===== src/verilog/sefb_pkg.sv =====
/*
  Shared constants of the sensor event flag bank: register offsets, field
  positions, reset values and the user-interface mode encoding.
  Assumes nothing beyond a SystemVerilog compiler.
*/
package sefb_pkg;

  // ===========================================================
  // Register offsets
  localparam logic [7:0] SEFB_GLOBAL_EVENT_SUMMARY_OFS    = 8'h11;
  localparam logic [7:0] SEFB_CHANNEL_PROX_TOUCH_OFS      = 8'h12;
  localparam logic [7:0] SEFB_DETAIL_FLAGS_OFS            = 8'h13;
  localparam logic [7:0] SEFB_HALL_RATE_TUNING_CONFIG_OFS = 8'h90;
  localparam logic [7:0] SEFB_HALL_TUNING_BASE_TARGET_OFS = 8'h91;
  localparam logic [7:0] SEFB_HALL_SWITCH_CONFIG_OFS      = 8'hA0;
  localparam logic [7:0] SEFB_HALL_SWITCH_NEAR_LEVEL_OFS  = 8'hA1;
  localparam logic [7:0] SEFB_HALL_SWITCH_CONTACT_OFS     = 8'hA2;

  // ===========================================================
  // Global event summary bit positions
  localparam int SEFB_GE_CAP_ACTIVITY_BIT = 0;
  localparam int SEFB_GE_SAR_TOGGLE_BIT   = 1;
  localparam int SEFB_GE_HALL_TOGGLE_BIT  = 2;
  localparam int SEFB_GE_HYST_BIT         = 3;
  localparam int SEFB_GE_TEMP_BIT         = 4;
  localparam int SEFB_GE_SYSTEM_BIT       = 5;
  localparam int SEFB_GE_POWER_BIT        = 6;
  localparam int SEFB_GE_SAR_LEVEL_BIT    = 7;

  // ===========================================================
  // Channel flag register (standard and two-antenna layouts; antenna 2 contact/deep go to 0x13)
  localparam int SEFB_CF_NEAR_LSB     = 0;
  localparam int SEFB_CF_CONTACT_LSB  = 4;
  localparam int SEFB_DA_ANT1_NEAR    = 0;
  localparam int SEFB_DA_ANT2_NEAR    = 2;
  localparam int SEFB_DA_ANT1_CONTACT = 4;
  localparam int SEFB_DA_ANT1_DEEP    = 5;
  localparam int SEFB_DA_ANT2_CONTACT = 5;
  localparam int SEFB_DA_ANT2_DEEP    = 6;

  // ===========================================================
  // Detail flag register (single SAR and hysteresis layouts)
  localparam int SEFB_SD_FILTER_HALTED = 0;
  localparam int SEFB_SD_MOVEMENT      = 1;
  localparam int SEFB_SD_QUICK_RELEASE = 2;
  localparam int SEFB_SD_SAR_OUTPUT    = 4;
  localparam int SEFB_HY_NEAR          = 5;
  localparam int SEFB_HY_CONTACT       = 6;
  localparam int SEFB_HY_SIGNED        = 7;

  // ===========================================================
  // Hall settings fields
  localparam int SEFB_HR_DIV_LSB       = 0;
  localparam int SEFB_HR_DIV_W         = 4;
  localparam int SEFB_HR_TUNE_LSB      = 4;
  localparam int SEFB_HR_TUNE_W        = 2;
  localparam int SEFB_HT_BASE_LSB      = 0;
  localparam int SEFB_HT_TARGET_LSB    = 4;
  localparam int SEFB_HT_FIELD_W       = 4;
  localparam int SEFB_HS_ENABLE_BIT    = 0;
  localparam int SEFB_HS_LINEARIZE_BIT = 1;
  localparam int SEFB_HALL_THR_SHIFT   = 4;

  // ===========================================================
  // Reset values
  localparam logic [7:0] SEFB_HALL_RATE_RST    = 8'h00;
  localparam logic [7:0] SEFB_HALL_TUNING_RST  = 8'h40;
  localparam logic [7:0] SEFB_HALL_SWITCH_RST  = 8'h01;
  localparam logic [7:0] SEFB_HALL_NEAR_RST    = 8'h10;
  localparam logic [7:0] SEFB_HALL_CONTACT_RST = 8'h40;
  localparam logic [15:0] SEFB_HALL_INV_NUMER  = 16'hFFFF;

  // ===========================================================
  // User-interface mode of the capacitive channels
  typedef enum logic [1:0] {
    SEFB_UI_STANDARD   = 2'h0,
    SEFB_UI_SINGLE_SAR = 2'h1,
    SEFB_UI_DUAL_SAR   = 2'h2
  } sefb_ui_mode_t;

endpackage


===== src/verilog/sefb_bank.sv =====
/*
  Sensor event flag bank: read-only event and flag registers, plus the
  Hall-effect settings registers and the differential Hall switch logic.
  Assumes all sensing inputs come from logic on CLK (no synchronisers) and
  that a serial bus front end drives the register port on the same clock.
*/
// How it works
// - 0x11 bit0: any CHAN_NEAR/CHAN_CONTACT activity, not antenna flags
// - SAR level bit7 follows detection continuously
// - SAR toggle inverts on event or status change
// - Bit3 from channel-two hysteresis data only
// - Global register read-only, carries other events
// - 0x12 near bits 0-2, contact 4-6
// - Single SAR layout of 0x13
// - Two-antenna layouts of 0x12 and 0x13
// - Channel 4 positive, channel 5 negative
// - Hall channels always combined differentially
// - Hall output compared to near, contact levels
// - Hall field direction reported north/south
// - Optional inverse linearisation of Hall output
`timescale 1ns/100ps

module sefb_bank
  import sefb_pkg::*;
#(
  parameter int HALL_W = 16
)
(
  input  wire logic              CLK,
  input  wire logic              RST_B,
  input  wire logic [7:0]        REG_ADDR,
  input  wire logic              REG_WR_EN,
  input  wire logic [7:0]        REG_WR_DATA,
  output      logic [7:0]        REG_RD_DATA,
  input  wire logic [1:0]        UI_MODE,
  input  wire logic [2:0]        CHAN_NEAR,
  input  wire logic [2:0]        CHAN_CONTACT,
  input  wire logic              SAR_DETECT_LEVEL,
  input  wire logic              SAR_QUALIFIED_EVENT,
  input  wire logic              SAR_QUICK_RELEASE,
  input  wire logic              SAR_MOVEMENT,
  input  wire logic              SAR_FILTER_HALTED,
  input  wire logic              ANT1_NEAR,
  input  wire logic              ANT1_CONTACT,
  input  wire logic              ANT1_DEEP,
  input  wire logic              ANT2_NEAR,
  input  wire logic              ANT2_CONTACT,
  input  wire logic              ANT2_DEEP,
  input  wire logic              HYST_CH2_NEAR,
  input  wire logic              HYST_CH2_CONTACT,
  input  wire logic              HYST_CH2_SIGNED,
  input  wire logic              TEMP_EVENT,
  input  wire logic              SYSTEM_EVENT,
  input  wire logic              POWER_MANAGER_EVENT,
  input  wire logic [HALL_W-1:0] HALL_CH4_POS,
  input  wire logic [HALL_W-1:0] HALL_CH5_NEG,
  output      logic [3:0]        HALL_CHARGE_DIV,
  output      logic [1:0]        HALL_AUTO_TUNING_MODE,
  output      logic [3:0]        HALL_AUTO_TUNING_BASE,
  output      logic [3:0]        HALL_AUTO_TUNING_TARGET,
  output      logic [HALL_W-1:0] HALL_AMPLITUDE,
  output      logic              HALL_NEAR,
  output      logic              HALL_CONTACT,
  output      logic              HALL_SOUTH
);

  // ===========================================================
  // State
  typedef struct packed {
    logic [7:0]        rate_cfg_r;
    logic [7:0]        tuning_cfg_r;
    logic [7:0]        switch_cfg_r;
    logic [7:0]        near_level_r;
    logic [7:0]        contact_level_r;
    logic [HALL_W-1:0] hall_amp_r;
    logic              hall_near_r;
    logic              hall_contact_r;
    logic              hall_south_r;
    logic              hall_toggle_r;
    logic              sar_toggle_r;
    // Detection level of the previous cycle, kept to see a status change
    logic              sar_level_prev_r;
    logic [7:0]        rd_data_r;
  } sefb_state_t;

  sefb_state_t s_r;
  sefb_state_t s_nxt;

  // ===========================================================
  // Helpers
  // Restoring divide of a fixed numerator; a zero amplitude saturates so the
  // linearised value never wraps to a small number near the magnet.
  function automatic logic [HALL_W-1:0] hall_inverse(input logic [HALL_W-1:0] mag);
    logic [HALL_W-1:0] quo;
    logic [HALL_W:0]   rem;
    logic [HALL_W-1:0] numer;
    quo   = '0;
    rem   = '0;
    numer = HALL_W'(SEFB_HALL_INV_NUMER);
    if (mag == '0)
    begin
      quo = '1;
    end
    else
    begin
      for (int i = HALL_W - 1; i >= 0; i--)
      begin
        rem = {rem[HALL_W-1:0], numer[i]};
        if (rem >= {1'b0, mag})
        begin
          rem    = rem - {1'b0, mag};
          quo[i] = 1'b1;
        end
      end
    end
    return quo;
  endfunction

  // Thresholds are 8 bits wide; the shift scales them by 16 within the amplitude
  // range, trading fine resolution near zero for reach
  function automatic logic [HALL_W-1:0] level_scale(input logic [7:0] lvl);
    return HALL_W'({lvl, {SEFB_HALL_THR_SHIFT{1'b0}}});
  endfunction

  // ===========================================================
  // Combinational view of the flags
  // Hall path: one clock of latency from the channel inputs to the outputs
  sefb_ui_mode_t     ui_mode;
  logic [HALL_W:0]   hall_diff;
  logic [HALL_W-1:0] hall_mag;
  logic [HALL_W-1:0] hall_out;
  logic              hall_en;
  logic              near_hit;
  logic              contact_hit;
  logic [7:0]        global_view;
  logic [7:0]        chan_view;
  logic [7:0]        detail_view;
  logic              hall_change;
  logic              sar_change;

  always_comb
  begin
    ui_mode = sefb_ui_mode_t'(UI_MODE);
    hall_en = s_r.switch_cfg_r[SEFB_HS_ENABLE_BIT];
    // Positive plate minus negative plate cancels common-mode disturbance
    hall_diff = {1'b0, HALL_CH4_POS} - {1'b0, HALL_CH5_NEG};
    if (hall_diff[HALL_W])
    begin
      hall_mag = HALL_W'(~hall_diff[HALL_W-1:0] + 1'b1);
    end
    else
    begin
      hall_mag = hall_diff[HALL_W-1:0];
    end
    if (s_r.switch_cfg_r[SEFB_HS_LINEARIZE_BIT])
    begin
      hall_out = hall_inverse(hall_mag);
    end
    else
    begin
      hall_out = hall_mag;
    end
    near_hit    = hall_en && (hall_out > level_scale(s_r.near_level_r));
    contact_hit = hall_en && (hall_out > level_scale(s_r.contact_level_r));
    // A change of either switch output is one Hall event; the host sees
    // it only as a flip of the toggle bit, never as a sticky flag
    hall_change = (near_hit != s_r.hall_near_r) || (contact_hit != s_r.hall_contact_r);
    // Event pulse and level change are ORed, so a coincident pair
    // cannot cancel into no flip at all
    sar_change  = SAR_QUALIFIED_EVENT || (SAR_DETECT_LEVEL != s_r.sar_level_prev_r);

    // Mode code 3 has no layout of its own and reads as standard
    chan_view   = 8'h00;
    detail_view = 8'h00;
    if (ui_mode == SEFB_UI_DUAL_SAR)
    begin
      chan_view[SEFB_DA_ANT1_NEAR]      = ANT1_NEAR;
      chan_view[SEFB_DA_ANT2_NEAR]      = ANT2_NEAR;
      chan_view[SEFB_DA_ANT1_CONTACT]   = ANT1_CONTACT;
      chan_view[SEFB_DA_ANT1_DEEP]      = ANT1_DEEP;
      detail_view[SEFB_DA_ANT2_CONTACT] = ANT2_CONTACT;
      detail_view[SEFB_DA_ANT2_DEEP]    = ANT2_DEEP;
    end
    else
    begin
      chan_view[SEFB_CF_NEAR_LSB +: 3]    = CHAN_NEAR;
      chan_view[SEFB_CF_CONTACT_LSB +: 3] = CHAN_CONTACT;
      detail_view[SEFB_HY_NEAR]           = HYST_CH2_NEAR;
      detail_view[SEFB_HY_CONTACT]        = HYST_CH2_CONTACT;
      detail_view[SEFB_HY_SIGNED]         = HYST_CH2_SIGNED;
      if (ui_mode == SEFB_UI_SINGLE_SAR)
      begin
        detail_view[SEFB_SD_SAR_OUTPUT]    = SAR_DETECT_LEVEL;
        detail_view[SEFB_SD_QUICK_RELEASE] = SAR_QUICK_RELEASE;
        detail_view[SEFB_SD_MOVEMENT]      = SAR_MOVEMENT;
        detail_view[SEFB_SD_FILTER_HALTED] = SAR_FILTER_HALTED;
      end
    end

    // Toggles are never cleared by a read: polling has no side effect, and
    // the host finds a new event by comparing with its previous poll
    global_view = 8'h00;
    global_view[SEFB_GE_CAP_ACTIVITY_BIT] = (|CHAN_NEAR) | (|CHAN_CONTACT);
    global_view[SEFB_GE_SAR_TOGGLE_BIT]   = s_r.sar_toggle_r;
    global_view[SEFB_GE_HALL_TOGGLE_BIT]  = s_r.hall_toggle_r;
    global_view[SEFB_GE_HYST_BIT]         = HYST_CH2_NEAR | HYST_CH2_CONTACT;
    global_view[SEFB_GE_TEMP_BIT]         = TEMP_EVENT;
    global_view[SEFB_GE_SYSTEM_BIT]       = SYSTEM_EVENT;
    global_view[SEFB_GE_POWER_BIT]        = POWER_MANAGER_EVENT;
    global_view[SEFB_GE_SAR_LEVEL_BIT]    = SAR_DETECT_LEVEL;
  end

  // ===========================================================
  // Next state
  always_comb
  begin
    s_nxt = s_r;

    // Only the Hall settings accept writes; flag registers ignore them
    if (REG_WR_EN)
    begin
      unique case (REG_ADDR)
        SEFB_HALL_RATE_TUNING_CONFIG_OFS: s_nxt.rate_cfg_r      = REG_WR_DATA;
        SEFB_HALL_TUNING_BASE_TARGET_OFS: s_nxt.tuning_cfg_r    = REG_WR_DATA;
        SEFB_HALL_SWITCH_CONFIG_OFS:      s_nxt.switch_cfg_r    = REG_WR_DATA;
        SEFB_HALL_SWITCH_NEAR_LEVEL_OFS:  s_nxt.near_level_r    = REG_WR_DATA;
        SEFB_HALL_SWITCH_CONTACT_OFS:     s_nxt.contact_level_r = REG_WR_DATA;
        default:                          s_nxt.rd_data_r       = s_r.rd_data_r;
      endcase
    end

    // Hall switch result, with a toggle on every change of its near or contact output
    s_nxt.hall_amp_r     = hall_out;
    s_nxt.hall_near_r    = near_hit;
    s_nxt.hall_contact_r = contact_hit;
    // North is reported for a zero difference as well
    s_nxt.hall_south_r   = hall_en & hall_diff[HALL_W];
    if (hall_change)
    begin
      s_nxt.hall_toggle_r = ~s_r.hall_toggle_r;
    end

    // A qualified event and a status change in the same cycle give one toggle
    s_nxt.sar_level_prev_r = SAR_DETECT_LEVEL;
    if (sar_change)
    begin
      s_nxt.sar_toggle_r = ~s_r.sar_toggle_r;
    end

    // Read data is registered: it reflects the address of the previous cycle
    // Unmapped addresses read as zero so a stray poll is harmless
    unique case (REG_ADDR)
      SEFB_GLOBAL_EVENT_SUMMARY_OFS:    s_nxt.rd_data_r = global_view;
      SEFB_CHANNEL_PROX_TOUCH_OFS:      s_nxt.rd_data_r = chan_view;
      SEFB_DETAIL_FLAGS_OFS:            s_nxt.rd_data_r = detail_view;
      SEFB_HALL_RATE_TUNING_CONFIG_OFS: s_nxt.rd_data_r = s_r.rate_cfg_r;
      SEFB_HALL_TUNING_BASE_TARGET_OFS: s_nxt.rd_data_r = s_r.tuning_cfg_r;
      SEFB_HALL_SWITCH_CONFIG_OFS:      s_nxt.rd_data_r = s_r.switch_cfg_r;
      SEFB_HALL_SWITCH_NEAR_LEVEL_OFS:  s_nxt.rd_data_r = s_r.near_level_r;
      SEFB_HALL_SWITCH_CONTACT_OFS:     s_nxt.rd_data_r = s_r.contact_level_r;
      default:                          s_nxt.rd_data_r = 8'h00;
    endcase
  end

  // ===========================================================
  // Registers
  always_ff @(posedge CLK)
  begin
    if (!RST_B)
    begin
      // Flags and read data clear; the settings take their defaults
      s_r                 <= '0;
      s_r.rate_cfg_r      <= SEFB_HALL_RATE_RST;
      s_r.tuning_cfg_r    <= SEFB_HALL_TUNING_RST;
      s_r.switch_cfg_r    <= SEFB_HALL_SWITCH_RST;
      s_r.near_level_r    <= SEFB_HALL_NEAR_RST;
      s_r.contact_level_r <= SEFB_HALL_CONTACT_RST;
    end
    else
    begin
      s_r <= s_nxt;
    end
  end

  // ===========================================================
  // Outputs
  // Tuning base/target are passed through as written; ordering them is the
  // host's job, and the front end simply fails to tune otherwise.
  // Every output comes straight from a flip-flop of the state
  assign REG_RD_DATA             = s_r.rd_data_r;
  assign HALL_CHARGE_DIV         = s_r.rate_cfg_r[SEFB_HR_DIV_LSB +: SEFB_HR_DIV_W];
  assign HALL_AUTO_TUNING_MODE   = s_r.rate_cfg_r[SEFB_HR_TUNE_LSB +: SEFB_HR_TUNE_W];
  assign HALL_AUTO_TUNING_BASE   = s_r.tuning_cfg_r[SEFB_HT_BASE_LSB +: SEFB_HT_FIELD_W];
  assign HALL_AUTO_TUNING_TARGET = s_r.tuning_cfg_r[SEFB_HT_TARGET_LSB +: SEFB_HT_FIELD_W];
  assign HALL_AMPLITUDE          = s_r.hall_amp_r;
  assign HALL_NEAR               = s_r.hall_near_r;
  assign HALL_CONTACT            = s_r.hall_contact_r;
  assign HALL_SOUTH              = s_r.hall_south_r;

endmodule


===== config.mk =====
export PLATFORM = sky130hd
export DESIGN_NAME = sefb_bank
export DESIGN_NICKNAME = d
export VERILOG_FILES = /design/src/verilog/sefb_pkg.sv /design/src/verilog/sefb_bank.sv
export SDC_FILE = /design/constraint.sdc
export NUM_CORES = 1
export LEC_CHECK = 0
export BUFFER_PORTS_ARGS = -buffer_cell sky130_fd_sc_hd__buf_2
export CAP_MARGIN = 0
export CORE_MARGIN = 2
export CORE_UTILIZATION = 35
export CTS_CLUSTER_DIAMETER = 30
export DETAILED_ROUTE_END_ITERATION = 8
export PLACE_DENSITY_LB_ADDON = 0.2
export SLEW_MARGIN = 10
export SYNTH_ARGS = -nofsm -noshare
export SYNTH_HDL_FRONTEND = slang
export SYNTH_SLANG_ARGS = --single-unit

===== constraint.sdc =====
create_clock -name CLK -period 73.4 [get_ports CLK]
set_input_delay 7.34 -clock CLK [delete_from_list [all_inputs] [get_ports CLK]]
set_output_delay 7.34 -clock CLK [all_outputs]
set_load 0.01 [all_outputs]

==> impl_metrics.toml <==
[setup_path]
timing.critical_path.buf_inv = 9
cp_max_fo = 26
cp_data_arrival_time_ps = 67710
cpMostUsedCell = "a21oi_1"
critPathTopFamily = "compound AO/OA/AOI/OAI gates"
crit_path_end_kind = "register"
reg2reg_slack_ps = 69320
crit_type = "primary input to register"
path_depth = 278
reg2reg_to = "global_view[2]"
r2r-start = "s_r[47]"
crit_path_max_incr_delay_ps = 880
crit_path_end = "global_view[2]"
crit_slowest_cell = "o21ai_1"
startpoint = "HALL_CH4_POS[0]"
critPathLaunchType = "primary input"
worstPathRequired_ps = 73620
ff2ff_path_depth = 20

[synthesis]
synth_nets = 2714
synth_top_area_share_pct = 18.6
avgSynthCellArea_um2 = 7.37
seq_area_frac_synth_pct = 8.04
async_flop_share_pct = 0
synth_area_um2 = 17400
synth_edf_count = 0
synth_top_area_cell = "ha_1"
syn_inst = 2365
synth_warnings = 0
yosysUniqueCellTypes = 102
synth.ff_latch_count = 70
yosys_most_used_dff = "dfxtp_1"
synth_area_leaders = "ha_1, dfxtp_1, a21oi_1"

[floorplan]
num_io_pins = 117
die_x_um = 227
core_um2 = 49100
initial_core_util_pct = 35.5
die_area_um2 = 51600
rows = 81
die_h_um = 227

[clock_tree]
cts_hold_buf = 0
cts_resized = 0
postCtsSetupBuffers = 0
worstSkewPairLatency_ps = 340
clockBufferDepth = 2
cts-root-buf = "clkbuf_16"
cts_tree = "done"
clk_pin_slew_ps = 60
numCtsBuffers = 9
clkSinkCount = 70
h-tree-depth = 3

[global_routing]
grt.overflow.total = 0
antenna_found_initial = 0
grt_pass1_wl_um = 93100
grtUsageTotal_pct = 22.8
grt_pass1_vias = 16800
grt_max_degree = 43

[status]
status = "complete, no violations"

[route]
drc = 0
routedWlPerCell_um = 19.5
route.detailed.vias_per_inst = 5.69
ant_nets = 0
dr.pass1.iters = 5
routed_wl_um = 60300
drt_iter0_markers = 1319
vias = 17600

[placement]
port_buffers = 116
gp_congestion = 0.948
place_area_um2 = 18600
dp_hpwl_um = 47100

[timing]
max_freq_mhz = 14.8
hold_viol_final = 0
fin_tns_setup_ps = 0
report.final.setup_viol = 0
rsz0062_at_grt = "no"
min_period_over_period_pct = 91.9
max-slew-margin-rel_pct = 28.4
maxSlewViolCount = 0
skew_ps = 5.65
finalCriticalPeriod_ps = 67490
tightestPinTransition_ps = 1070

[cells_and_area]
nFillCells = 5175
layout_common_cells = "ha_1, a21oi_1, nand2_1"
antenna_cells = 0
final_common_cell = "ha_1"
finalInstanceArea_um2 = 18900
syn2layout_area_growth_pct = 8.49
final_nets = 2771
drive_gt1_share_pct = 13.0

[job]
drv_cap = 0

[worst_hold_path]
min-delay-path-class = "register to register"
-- synth_stat cells, types with 14 or more instances --
cell type / instances
a21o_1: 56
a21oi_1: 239
a22oi_1: 27
a31oi_1: 18
and2_1: 32
and3_1: 16
buf_4: 41
clkbuf_1: 46
dfxtp_1: 70
fa_1: 14
ha_1: 259
inv_1: 173
mux2_2: 98
mux2i_1: 24
nand2_1: 189
nand2b_1: 41
nand3_1: 62
nand4_1: 44
nand4b_1: 14
nor2_1: 166
nor2b_1: 37
nor3_1: 46
nor4_1: 17
o211ai_1: 14
o21a_1: 20
o21ai_0: 131
o21bai_1: 64
o31ai_1: 18
xnor2_1: 108
xor2_1: 64
-- layout make-up --
class,instances,area [µm²],share of cell area (%)
clock buffer,10,239,1.26
clock inverter,6,92.6,0.489
inverter,174,653,3.45
multi-input combinational,2019,14900,78.7
sequential,70,1400,7.41
tap,664,831,4.39
timing repair buffer,148,821,4.34
-- metrics by stage --
step	hold WS (ps)	std cells	setup slack, ps	util (%)
floorplan	434	2365	14470	-
global placement	440	3075	7590	37.9
detailed placement	446	3075	6600	37.9
CTS	454	3091	6680	38.6
global route	473	3091	535	38.6
finish	457	3091	5910	38.6
-- how the worst min path moves through the flow --
stage | startpoint | slack, ps | endpoint | cells past startpoint
final | s_r[50] | 460 | s_r[50] | 2
after global routing | s_r[50] | 470 | s_r[50] | 2
after CTS | s_r[51] | 450 | s_r[51] | 2
after detailed placement | s_r[51] | 450 | s_r[51] | 2
after global placement | s_r[50] | 440 | s_r[50] | 2
after floorplan | s_r[48] | 430 | s_r[48] | 2
-- flip-flops by register name, indices dropped and copies added (netlist names), 2 cells and up --
| signal | flops |
|---|---|
| HALL_AUTO_TUNING_MODE | 2 |
| global_view | 2 |
| HALL_AUTO_TUNING_BASE | 4 |
| HALL_AMPLITUDE | 16 |
| HALL_CHARGE_DIV | 4 |
| HALL_AUTO_TUNING_TARGET | 4 |
| s_r | 26 |
| REG_RD_DATA | 8 |
-- logic make-up (layout without fill, tap and decap cells) --
kind of cell / count (synthesis) / after routing / synth area share [%]
xor+xnor: 172 / 172 / 8.64
buf+inv: 276 / 338 / 6.95
simple gates: 720 / 720 / 20.9
flops: 70 / 70 / 8.04
compound gates: 725 / 725 / 27.1
fa+ha+maj: 274 / 274 / 20.2
mux: 128 / 128 / 8.15
-- worst reg2reg max path, delay by kind of cell, from the launching register on --
kind            cells  cell delay, ps
compound gates      8            1900
buf+inv             3             560
simple gates        6             530
fa+ha+maj           1             380
mux                 2             310
flops               1             290
-- layer usage --
layer	global-route usage [%]	routed length, µm	vias up	part of all wire (%)
li1	-	-	8741	-
met1	30.5	27600	8205	46
met2	38.7	27500	532	46
met3	1.78	3230	96	5.4
met4	7.36	1990	0	3.3
met5	0	0	-	0
Power is not shown: default switching activity piles up to over one toggle a cycle in this logic, so the estimate is an artifact.
